$ cat config.mk
export PLATFORM = sky130hd
export DESIGN_NAME = dfa_channel
export DESIGN_NICKNAME = d
export VERILOG_FILES = /design/src/logic/dfa_pkg.sv /design/src/logic/dfa_channel.sv
export SDC_FILE = /design/constraint.sdc
export NUM_CORES = 1
export LEC_CHECK = 0
export ABC_AREA = 1
export BUFFER_PORTS_ARGS = -buffer_cell sky130_fd_sc_hd__buf_4
export CORE_UTILIZATION = 37
export CTS_BUF_LIST = sky130_fd_sc_hd__clkbuf_8 sky130_fd_sc_hd__clkbuf_16
export DETAILED_ROUTE_END_ITERATION = 10
export PLACE_DENSITY_LB_ADDON = 0.12
export SLEW_MARGIN = 10
export SYNTH_ARGS = -nofsm -noshare
export SYNTH_HDL_FRONTEND = slang
export SYNTH_SLANG_ARGS = --single-unit
$ cat constraint.sdc
create_clock -name clk -period 6.8 [get_ports clk]
set_input_delay 1.7 -clock clk [delete_from_list [all_inputs] [get_ports clk]]
set_output_delay 1.7 -clock clk [all_outputs]
set_load 0.02 [all_outputs]
$ cat src/logic/dfa_pkg.sv
/*
 * Shared constants and carrier types for the full address channel pair:
 * register offsets, field positions, reset values, activation codes and
 * the memory request carrier.
 * Assumes an APB master with 8-bit byte addresses and 32-bit data.
 */
// Summary of operation
// RULE_01: Normal mode: count A is a 16-bit counter, minus one per unit, ends at zero.
// RULE_02: Normal mode: count B is ignored and never changes channel behaviour.
// RULE_03: Block mode: upper byte of count A counts the block, reloads from lower byte.
// RULE_04: Block mode: count B counts blocks, minus one per block, ends at zero.
// RULE_05: Both count registers keep their value over reset and standby.
// RULE_06: Full address mode runs only while control A bits 2 and 1 are set.
// RULE_07: Channel runs only with master and transfer enables; auto-request starts at once.
// RULE_08: Transfer enable clears itself at the end; while clear, requests are refused.
// RULE_09: Software reads control A with enable clear before writing the enable as one.
// RULE_10: Clearing transfer enable raises the end interrupt when interrupt enable is set; the code raises it only on the automatic clear at the end.
// RULE_11: Size bit zero moves bytes, one moves 16-bit words.
// RULE_12: Source address holds, or steps up or down by one or two.
// RULE_13: Destination address holds, or steps up or down by one or two.
// RULE_14: Control A bit 0 selects normal mode (zero) or block mode (one).
// RULE_15: Reset and standby clear both control registers to zero.
// RULE_16: Non-maskable interrupt clears master enable; transfer resumes when set again.
// RULE_17: Software reads control B with master enable clear before setting it.
// RULE_18: Control B bit 6 is stored and read back without function.
// RULE_19: Block mode: mode select zero makes destination the block area, one the source.
// RULE_20: Normal activation: 000 burst, 010 cycle steal, 110 falling edge, 111 low level.
// RULE_21: Address register one is the source, address register two the destination.
// RULE_22: Block activation: 000 to 011 timer events, 110 falling edge of request.
// RULE_23: Each unit reads the source, writes the destination, then updates addresses and counts.
package dfa_pkg;

    // Register offsets (byte addresses)
    localparam logic [7:0] OFS_COUNT_A = 8'h00;
    localparam logic [7:0] OFS_COUNT_B = 8'h04;
    localparam logic [7:0] OFS_CTRL_A = 8'h08;
    localparam logic [7:0] OFS_CTRL_B = 8'h0C;
    localparam logic [7:0] OFS_SRC_ADDR = 8'h10;
    localparam logic [7:0] OFS_DST_ADDR = 8'h14;
    localparam logic [7:0] OFS_STATUS = 8'h18;

    // Control A fields
    localparam int CA_XFER_EN = 7;
    localparam int CA_SIZE = 6;
    localparam int CA_SRC_DIR = 5;
    localparam int CA_SRC_EN = 4;
    localparam int CA_IRQ_EN = 3;
    localparam int CA_FULL_HI = 2;
    localparam int CA_FULL_LO = 1;
    localparam int CA_BLOCK = 0;

    // Control B fields
    localparam int CB_MASTER_EN = 7;
    localparam int CB_DST_DIR = 5;
    localparam int CB_DST_EN = 4;
    localparam int CB_SRC_AREA = 3;

    localparam logic [7:0] CTRL_RESET = 8'h00;
    localparam logic [7:0] ADDR_PAD = 8'hFF;

    // Activation codes
    localparam logic [2:0] ACT_BURST = 3'b000;
    localparam logic [2:0] ACT_STEAL = 3'b010;
    localparam logic [2:0] ACT_FALL = 3'b110;
    localparam logic [2:0] ACT_LOW = 3'b111;

    typedef enum logic [1:0] {
        ST_IDLE = 2'b00,
        ST_READ = 2'b01,
        ST_WRITE = 2'b10,
        ST_UPDATE = 2'b11
    } dfa_state_type;

    typedef struct packed {
        logic [23:0] addr;
        logic write;
        logic word;
        logic [15:0] wdata;
    } dfa_mem_req_type;

endpackage
$ cat src/logic/dfa_channel.sv
/*
 * Full address channel pair: APB register slave, activation decode,
 * one-unit memory mover, counters and address stepping.
 * Assumes a memory port on clk that answers mem_valid with mem_ready;
 * the external request and NMI pins are asynchronous.
 */
// The APB register port and the address map are this design's own decisions.
`timescale 1ns/1ps
`default_nettype none

module dfa_channel (
    // Clock and reset
    input wire logic clk,
    input wire logic rst,
    // APB slave
    input wire logic psel,
    input wire logic penable,
    input wire logic pwrite,
    input wire logic [7:0] paddr,
    input wire logic [31:0] pwdata,
    output logic [31:0] prdata,
    output logic pready,
    output logic pslverr,
    // System events
    input wire logic standby,
    input wire logic nmi,
    input wire logic ext_transfer_request,
    input wire logic [3:0] timer_event,
    // Memory master
    output dfa_pkg::dfa_mem_req_type mem_req,
    output logic mem_valid,
    input wire logic mem_ready,
    input wire logic [15:0] mem_rdata,
    output logic bus_hold,
    // Interrupt request
    output logic transfer_end_irq
);
    import dfa_pkg::*;

    ////////////////////////////////////////////////////////////////////////
    // State

    logic [15:0] transfer_count_a, block_count_b;
    logic [7:0] channel_control_a, channel_control_b;
    logic [23:0] source_address, destination_address, src_base, dst_base;
    dfa_state_type state, next_state;
    dfa_mem_req_type next_mem_req;
    logic next_mem_valid, next_bus_hold;
    logic pending, block_active, armed_a, armed_b;
    logic [2:0] req_sync, nmi_sync;

    function automatic logic [23:0] step_addr(input logic [23:0] a, input logic en,
                                              input logic dir, input logic word);
        logic [23:0] d;
        d = word ? 24'h00_0002 : 24'h00_0001;
        step_addr = !en ? a : (dir ? a - d : a + d);
    endfunction

    ////////////////////////////////////////////////////////////////////////
    // Pin synchronisers

    always_ff @(posedge clk or posedge rst) begin
        if (rst) begin
            // Request pin idles high; no false edge after reset
            req_sync <= 3'h7;
            nmi_sync <= 3'h0;
        end else begin
            req_sync <= {req_sync[1:0], ext_transfer_request};
            nmi_sync <= {nmi_sync[1:0], nmi};
        end
    end

    ////////////////////////////////////////////////////////////////////////
    // Decode

    wire apb_setup = psel & ~penable;
    wire apb_access = psel & penable;
    wire apb_wr = apb_access & pwrite;
    wire apb_rd = apb_access & ~pwrite;
    wire wr_count_a = apb_wr & (paddr == OFS_COUNT_A);
    wire wr_count_b = apb_wr & (paddr == OFS_COUNT_B);
    wire wr_ctrl_a = apb_wr & (paddr == OFS_CTRL_A);
    wire wr_ctrl_b = apb_wr & (paddr == OFS_CTRL_B);
    wire wr_src = apb_wr & (paddr == OFS_SRC_ADDR);
    wire wr_dst = apb_wr & (paddr == OFS_DST_ADDR);
    wire rd_ctrl_a = apb_rd & (paddr == OFS_CTRL_A);
    wire rd_ctrl_b = apb_rd & (paddr == OFS_CTRL_B);
    wire addr_hit = (paddr == OFS_COUNT_A) | (paddr == OFS_COUNT_B) | (paddr == OFS_CTRL_A) |
                    (paddr == OFS_CTRL_B) | (paddr == OFS_SRC_ADDR) | (paddr == OFS_DST_ADDR) |
                    (paddr == OFS_STATUS);
    wire ctrl_clear = standby;

    // RULE_06 full mode gate
    wire full_mode = channel_control_a[CA_FULL_HI] & channel_control_a[CA_FULL_LO];
    // RULE_14 mode select
    wire block_mode = channel_control_a[CA_BLOCK];
    wire unit_word = channel_control_a[CA_SIZE];
    // RULE_07 both enables
    wire chan_enabled = channel_control_a[CA_XFER_EN] & channel_control_b[CB_MASTER_EN] & full_mode;
    wire [2:0] act = channel_control_b[2:0];
    wire req_fall = req_sync[2] & ~req_sync[1];
    wire nmi_rise = nmi_sync[1] & ~nmi_sync[2];

    // RULE_20 normal activation decode
    wire act_burst = ~block_mode & (act == ACT_BURST);
    wire act_auto = act_burst | (~block_mode & (act == ACT_STEAL));
    wire act_level = ~block_mode & (act == ACT_LOW) & ~req_sync[1];
    // RULE_22 block activation decode
    wire act_timer = block_mode & ~act[2] & timer_event[act[1:0]];
    wire act_edge = (act == ACT_FALL) & req_fall;

    wire start_unit = (state == ST_IDLE) & chan_enabled &
                      (act_auto | act_level | pending | block_active);
    wire unit_done = (state == ST_UPDATE);

    ////////////////////////////////////////////////////////////////////////
    // Counter arithmetic

    wire [15:0] count_a_dec = transfer_count_a - 16'h0001;
    wire [7:0] size_dec = transfer_count_a[15:8] - 8'h01;
    wire [15:0] count_b_dec = block_count_b - 16'h0001;
    wire block_end = block_mode & (size_dec == 8'h00);
    // RULE_01 normal end at zero
    // RULE_04 block end at zero
    wire finish = block_mode ? (block_end & (count_b_dec == 16'h0000)) : (count_a_dec == 16'h0000);
    wire hw_clear_en = unit_done & finish;
    // RULE_03 size counter reload
    wire [15:0] next_count_a = ~block_mode ? count_a_dec :
                               block_end ? {transfer_count_a[7:0], transfer_count_a[7:0]} :
                               {size_dec, transfer_count_a[7:0]};

    // RULE_11 byte or word step
    // RULE_12 source step
    wire [23:0] src_step = step_addr(source_address, channel_control_a[CA_SRC_EN],
                                     channel_control_a[CA_SRC_DIR], unit_word);
    // RULE_13 destination step
    wire [23:0] dst_step = step_addr(destination_address, channel_control_b[CB_DST_EN],
                                     channel_control_b[CB_DST_DIR], unit_word);
    // RULE_19 block area restore
    wire [23:0] next_src = (block_end & channel_control_b[CB_SRC_AREA]) ? src_base : src_step;
    wire [23:0] next_dst = (block_end & ~channel_control_b[CB_SRC_AREA]) ? dst_base : dst_step;

    ////////////////////////////////////////////////////////////////////////
    // Counters and addresses, untouched by reset and standby

    // RULE_05 no reset on counters
    always_ff @(posedge clk) begin
        if (wr_count_a) begin
            transfer_count_a <= pwdata[15:0];
        end else if (unit_done) begin
            transfer_count_a <= next_count_a;
        end
        if (wr_count_b) begin
            block_count_b <= pwdata[15:0];
        // RULE_02 count B idle in normal mode
        end else if (unit_done & block_end) begin
            block_count_b <= count_b_dec;
        end
        // RULE_21 source and destination roles
        if (wr_src) begin
            source_address <= pwdata[23:0];
        end else if (unit_done) begin
            source_address <= next_src;
        end
        if (wr_dst) begin
            destination_address <= pwdata[23:0];
        end else if (unit_done) begin
            destination_address <= next_dst;
        end
        if (start_unit & block_mode & ~block_active) begin
            src_base <= source_address;
            dst_base <= destination_address;
        end
    end

    ////////////////////////////////////////////////////////////////////////
    // Control registers

    // Software write beats the automatic clear; the clear is then lost
    always_ff @(posedge clk or posedge rst) begin
        if (rst) begin
            channel_control_a <= CTRL_RESET;
            channel_control_b <= CTRL_RESET;
            armed_a <= 1'b0;
            armed_b <= 1'b0;
        // RULE_15 standby clears controls
        end else if (ctrl_clear) begin
            channel_control_a <= CTRL_RESET;
            channel_control_b <= CTRL_RESET;
            armed_a <= 1'b0;
            armed_b <= 1'b0;
        end else begin
            if (wr_ctrl_a) begin
                // RULE_09 read-then-write arming
                channel_control_a <= {pwdata[7] & (channel_control_a[CA_XFER_EN] | armed_a), pwdata[6:0]};
                armed_a <= 1'b0;
            // RULE_08 automatic enable clear
            end else if (hw_clear_en) begin
                channel_control_a[CA_XFER_EN] <= 1'b0;
            end else if (rd_ctrl_a & ~channel_control_a[CA_XFER_EN]) begin
                armed_a <= 1'b1;
            end
            // RULE_16 NMI drops master enable
            if (nmi_rise) begin
                channel_control_b[CB_MASTER_EN] <= 1'b0;
            end else if (wr_ctrl_b) begin
                // RULE_17 read-then-write arming
                channel_control_b[CB_MASTER_EN] <= pwdata[7] & (channel_control_b[CB_MASTER_EN] | armed_b);
            end
            // RULE_18 reserved bit kept
            if (wr_ctrl_b) begin
                channel_control_b[6:0] <= pwdata[6:0];
                armed_b <= 1'b0;
            end else if (rd_ctrl_b & ~channel_control_b[CB_MASTER_EN]) begin
                armed_b <= 1'b1;
            end
        end
    end

    ////////////////////////////////////////////////////////////////////////
    // Requests, end interrupt

    always_ff @(posedge clk or posedge rst) begin
        if (rst) begin
            pending <= 1'b0;
            block_active <= 1'b0;
            transfer_end_irq <= 1'b0;
        end else begin
            // RULE_08 refuse while disabled
            if (~channel_control_a[CA_XFER_EN] | ctrl_clear) begin
                pending <= 1'b0;
            end else if (act_edge | act_timer) begin
                pending <= 1'b1;
            end else if (start_unit & ~block_active) begin
                pending <= 1'b0;
            end
            if (~channel_control_a[CA_XFER_EN] | ~block_mode | (unit_done & block_end)) begin
                block_active <= 1'b0;
            end else if (start_unit) begin
                block_active <= 1'b1;
            end
            // RULE_10 end interrupt, set wins
            if (hw_clear_en & channel_control_a[CA_IRQ_EN]) begin
                transfer_end_irq <= 1'b1;
            end else if (ctrl_clear | (wr_ctrl_a & (pwdata[CA_XFER_EN] | ~pwdata[CA_IRQ_EN]))) begin
                transfer_end_irq <= 1'b0;
            end
        end
    end

    ////////////////////////////////////////////////////////////////////////
    // Unit mover

    // RULE_23 read, write, then update
    always_comb begin
        next_state = state;
        next_mem_req = mem_req;
        next_mem_valid = mem_valid;
        unique case (state)
            ST_IDLE: begin
                if (start_unit) begin
                    next_state = ST_READ;
                    next_mem_req = '{addr: source_address, write: 1'b0, word: unit_word, wdata: 16'h0000};
                    next_mem_valid = 1'b1;
                end
            end
            ST_READ: begin
                if (mem_ready) begin
                    next_state = ST_WRITE;
                    next_mem_req = '{addr: destination_address, write: 1'b1, word: unit_word,
                                     wdata: mem_rdata};
                end
            end
            ST_WRITE: begin
                if (mem_ready) begin
                    next_state = ST_UPDATE;
                    next_mem_valid = 1'b0;
                end
            end
            ST_UPDATE: begin
                next_state = ST_IDLE;
            end
        endcase
        // Burst keeps the bus between units; cycle steal lets it go
        next_bus_hold = (next_state != ST_IDLE) | (unit_done & act_burst & ~finish & chan_enabled);
    end

    always_ff @(posedge clk or posedge rst) begin
        if (rst) begin
            state <= ST_IDLE;
            mem_req <= '0;
            mem_valid <= 1'b0;
            bus_hold <= 1'b0;
        end else begin
            state <= next_state;
            mem_req <= next_mem_req;
            mem_valid <= next_mem_valid;
            bus_hold <= next_bus_hold;
        end
    end

    ////////////////////////////////////////////////////////////////////////
    // APB slave, zero wait states

    wire [31:0] status_word = {26'h000_0000, block_active, pending, chan_enabled, full_mode, state};
    wire [31:0] rd_mux = (paddr == OFS_COUNT_A) ? {16'h0000, transfer_count_a} :
                         (paddr == OFS_COUNT_B) ? {16'h0000, block_count_b} :
                         (paddr == OFS_CTRL_A) ? {24'h00_0000, channel_control_a} :
                         (paddr == OFS_CTRL_B) ? {24'h00_0000, channel_control_b} :
                         (paddr == OFS_SRC_ADDR) ? {ADDR_PAD, source_address} :
                         (paddr == OFS_DST_ADDR) ? {ADDR_PAD, destination_address} :
                         (paddr == OFS_STATUS) ? status_word : 32'h0000_0000;

    always_ff @(posedge clk or posedge rst) begin
        if (rst) begin
            prdata <= 32'h0000_0000;
            pready <= 1'b0;
            pslverr <= 1'b0;
        end else begin
            pready <= 1'b1;
            if (apb_setup) begin
                prdata <= pwrite ? 32'h0000_0000 : rd_mux;
                pslverr <= ~addr_hit;
            end
        end
    end
endmodule

`default_nettype wire

* Word-level counts from Yosys, hierarchy flattened
Cells that the tools add are included.
** Storage, ports and cells
- Bits in registers :: 235
- Word-level logic and storage cells :: 218
** Operators by class
- Muxes and demuxes :: 59
- $lt $le $gt $ge :: 1
- Bitwise gates (word level) :: 76
- Equal/unequal tests :: 17
- Reduce and logical (&&, ||, !) cells :: 30
- Add/subtract/negate cells :: 7
** Operators with widths (number)
- 2-to-1 mux 24 bit :: 10
- 2-to-1 mux 32 bit :: 7
- 2-to-1 mux 16 bit :: 6
- 2-to-1 mux 42 bit :: 2
- case mux 42 bit (2 select lines) :: 1
- bitwise AND 1 bit :: 44
- logical NOT 16 bit :: 2
- subtractor 16 x 1 -> 16 bit (second input constant) :: 2
- adder 24 x 2 -> 24 bit :: 1
- adder 24 bit :: 1
- == test 8 x 5 -> 1 bit (second input constant) :: 3
- subtractor 24 x 2 -> 24 bit :: 1
- subtractor 24 bit :: 1
- nonzero test 2 bit :: 11
- 2-to-1 mux 1 bit :: 21
- nonzero test 3 bit :: 7
- OR 1 bit :: 19
- == test 8 x 4 -> 1 bit (second input constant) :: 2
- logical NOT 8 bit :: 2
- 2-to-1 mux 8 bit :: 2
- 2-to-1 mux 7 bit :: 2
- inverter 1 bit :: 13
- == test 8 x 3 -> 1 bit (second input constant) :: 1
- 2-to-1 mux 2 bit :: 4
- other kinds (17) :: 25

* Longest topological paths before layout
- Word-level depth :: 11
- Mapped depth :: 16
- Depth with buffers taken out :: 15

* Least setup slack after synthesis
No wires, ideal clock.
- Path kind :: reg2reg
- Start :: register channel_control_a[7]
- End :: register dst_base[0] (enable)
- Period minus slack after synthesis :: 4697 ps
- Path slack :: 2103 ps
- Stages on the path, launching flop included :: 7
- Required time :: 6287 ps
- Setup time :: 513 ps
- Arrival time :: 4184 ps
- Path through :: dfrtp_1 > nand2_1 > nor2_1 > inv_1 > nor3_1 > nand2_1 > nor3_1
** On the way
- Word-level cells in the longest chain between the ends :: 6
** RTL lines
- start: declaration :: line dfa_channel.sv:44 : logic [7:0] channel_control_a, channel_control_b;
- start signal: assignment :: line dfa_channel.sv:195 : channel_control_a <= {pwdata[7] & (channel_control_a[CA_XFER_EN] | armed_a), pwdata[6:0]};
- bitwise AND 1 bit (2 in a row) :: line dfa_channel.sv:99 : wire chan_enabled = channel_control_a[CA_XFER_EN] & channel_control_b[CB_MASTER_EN] & full_mode;
- bitwise AND 1 bit (2 in a row) :: line dfa_channel.sv:112 : wire start_unit = (state == ST_IDLE) & chan_enabled &
- bitwise AND 1 bit (2 in a row) :: line dfa_channel.sv:170 : if (start_unit & block_mode & ~block_active) begin
- end signal: assignment :: line dfa_channel.sv:172 : dst_base <= destination_address;
- end: declaration :: line dfa_channel.sv:45 : logic [23:0] source_address, destination_address, src_base, dst_base;
Every way passes these cells.
A chain may end at the register's enable or synchronous reset.

* Worst setup path in the final report
- Start :: input port paddr[6]
- End :: register destination_address[12] (enable)
** On the way
- Word-level cells in the longest chain between the ends :: 4
- Elaborated cells between the ends (all ways) :: 5
** RTL lines
- start: declaration :: line dfa_channel.sv:19 : input wire logic [7:0] paddr,
- == test 8 x 5 -> 1 bit (*) :: line dfa_channel.sv:85 : wire wr_dst = apb_wr & (paddr == OFS_DST_ADDR);
- bitwise AND 1 bit (*) :: line dfa_channel.sv:85
- nonzero test 3 bit (no line) / nonzero test 2 bit (equally long branches)
- AND reduction 2 bit (no line) (*)
- end signal: assignment :: line dfa_channel.sv:166 : destination_address <= pwdata[23:0];
- end signal: assignment :: line dfa_channel.sv:168 : destination_address <= next_dst;
- end: declaration :: line dfa_channel.sv:45
Every way passes the cells marked *; elsewhere a longest branch is shown, timed or not.

==> metrics.csv <==
metric,value,unit
Syn-to-layout area delta,17.2,%
Clock Skew,0.0176,ns
Yosys reg bits,228,
Max-Cap Viols,0,
DRC viols,0,
IO Pins,148,
Area contributors post-synth,"edfxtp_1 28%, dfrtp_1 18%, nand2_1 12%",
Post-CTS Resized,0,
GRT Overall Usage,0.241,
DP Wirelength,35300,um
synthesized area,13800,sq um
Top delay family on crit path,buffers and inverters,
Setup crit start kind,primary input,
final setup violation count,0,
Worst Path Required,6.83,ns
final wirelength,46300,um
first-pass GRT wire length,70300,um
Yosys warnings,0,
PD cells,256,nW/um^2
fin crit share,0.656,
fin crit period,4.46,ns
cell taking the most area after synthesis,edfxtp_1,
"Slew Viols, Final",0,
Post-synth EDFFs,128,
top-count cell post-synth,nand2_1,
status,finished clean,
"Seq/Total Area, Yosys",0.459,
die width,195,um
worst-margin pin slew,1.12,ns
total CTS buffers,28,
CTS tree,yes,
largest net degree at the start of global routing,68,
# H-tree levels,1,
ys async rst share,0.439,
clock tree buffer depth,3,
top cell type's share of synthesized area,0.278,
Setup CP Type,primary input to flip-flop,
VDD IR-drop max,0.000199,V
Starting Density,0.377,
CTS Sinks,228,
ANT nets after route,0,
layout cells sized above 1,0.135,
worst-path cell chain,buf_4 -> inv_1 -> nand4_1 -> nor2_2 -> buf_4 -> inv_1 -> nor2_1 -> buf_4 -> inv_1 -> nand2_1,
CP Capture Type,flip-flop,
post-route setup TNS,0,ns
Crit path largest cell delay,0.94,ns
cts hold-fix bufs,0,
Initial DRC Count,933,
Via Count,12502,
leakage,0.00716,uW
Cells after Synth,1696,
RSZ-0062 raised after global routing,false,
Synth Flop Type,edfxtp_1,
initial antenna violation count,0,
commonest cells in the netlist,"446 x nand2_1, 167 x nor2_1, 143 x inv_1, 128 x edfxtp_1, 122 x nand3_1",
CORE AREA,36700,sq um
die height,195,um
DR pass1 iterations,5,
Synth Net Count,1819,
Slew headroom,0.254,
Hold Slack,0.354,ns
FP Rows,70,
Buf/Inv on CP,6,
input/output buffers,139,
root buf cell,clkbuf_16,
CP arrival,4.50,ns
RePlAce Congestion,0.943,
antenna cells,0,
clock slew at reported path FFs,0.06,ns
syn avg cell area,8.15,sq um
via/cell ratio,5.42,
Yosys cell types,55,
vias in the first global route,11762,
Tightest Hold Check Type,flip-flop to flip-flop,
GR Overflow Total,0,
post-CTS setup buffers,0,
"Hold Vio Cnt, Final",0,
maximum fanout along the worst path,38,
post-layout net count,1940,
die footprint,38100,sq um
Skew-Pair Late Insertion Delay,0.57,ns
f_max,224,MHz
crit path max-delay cell type,nand2_1,
WL/cell,20.1,um
-- worst register-to-register path: stages (launching register included) --
cell and delay, ns:
edfxtp_1 0.45, inv_2 0.20, ha_1 0.29, nand2_1 0.13
nor2_4 0.17, xor2_2 0.23, nor2_4 0.07, inv_2 0.07
nor2_4 0.06, nand2_2 0.05, buf_4 0.39, inv_1 0.42
o21ai_0 0.26, nand2_1 0.66
-- cell families (layout without fill, tap and decap cells) --
logic type                 count (synthesis)  in the layout  synth area share
DFF                                      228            228             0.459
xor gates and xnor gates                  49             49            0.0316
and+or+nand+nor                          803            803             0.244
other                                      1              1          0.000271
buffers and inverters                    216            358            0.0648
adders and majority gates                 54             54            0.0500
AOI/OAI and AO/OA                        345            345             0.150
-- flip-flops by register name, summed over array words and instances (netlist names), 2 cells and up --
register and count:
dst_base 24, nmi_sync 3, prdata 25, channel_control_b 8, req_sync 3, mem_req 42, src_base 24, transfer_count_a 16
source_address 24, state 2, channel_control_a 8, block_count_b 16, destination_address 24
-- power by group --
group / internal [uW] / switching [uW] / total [uW] / leakage [uW]
logic: 331 / 561 / 892 / 0.00429
clock network: 913 / 616 / 1530 / 0.000483
registers: 1610 / 112 / 1720 / 0.00238
total: 2850 / 1290 / 4140 / 0.00716
-- final cells by class --
| type | count | area [sq um] |
|---|---|---|
| clock buffers | 35 | 808 |
| clock inverters | 16 | 144 |
| fillers | 3727 | 20500 |
| inverters | 156 | 588 |
| multi-input cells | 1252 | 6590 |
| flip-flops and latches | 228 | 6350 |
| well taps | 468 | 586 |
| repair buffers | 151 | 1130 |
-- cells in the final DEF (no fill, tap or decap), types with 5 or more instances in the layout --
cell type and n:
nor2_4 7, xor2_1 24, nor2_2 6, nand4_1 11, a22o_1 6, a31oi_1 44, o2111ai_1 9, clkinv_2 5
buf_4 151, nor2_1 166, clkbuf_16 29, o211ai_1 18, a32o_1 11, clkbuf_8 6, nand3b_1 5, inv_2 12
nand2_2 5, dfrtp_1 97, inv_1 146, o22ai_1 12, o21ai_0 118, nand3_1 122, a21oi_1 75, edfxtp_1 128
nor3_1 18, ha_1 52, o21ai_1 18, xnor2_1 24, or2_0 7, o21bai_1 7, nand2_1 445
-- final timing paths --
path / slack, ns / depth (start not counted) / from / endpoint
min: 0.35 / 0 / nmi_sync[0]$_DFF_PP0_ / nmi_sync[1]$_DFF_PP0_
max reg2reg: 2.82 / 13 / transfer_count_a[8]$_DFFE_PP_ / source_address[16]$_DFFE_PP_
max in group asynchronous: 4.33 / 3 / rst / prdata[22]$_DFFE_PP0P_
min in group asynchronous: 1.16 / 2 / rst / bus_hold$_DFF_PP0_
min reg2reg: 0.35 / 0 / nmi_sync[0]$_DFF_PP0_ / nmi_sync[1]$_DFF_PP0_
max: 2.34 / 10 / paddr[6] / destination_address[12]$_DFFE_PP_
-- per-stage QoR --
step	utilization	worst slack, ns	std cells	power [uW]	instance area, sq um
after floorplan	-	2.10	1696	2250	13800
after global placement	0.416	1.78	2255	2640	15300
after detailed placement	0.416	1.75	2255	2640	15300
after CTS	0.442	2.34	2306	4180	16200
after global routing	0.442	2.07	2306	4330	16200
final	0.442	2.34	2306	4140	16200
-- routing by layer --
layer  vias up  track usage  share of wire
li1       6035            -              -
met1      6021        0.355           0.47
met2       383        0.366           0.44
met3        63       0.0337          0.065
met4         0       0.0679          0.026
met5         -            0              0
Note: power is estimated with default switching activity, not from simulation.
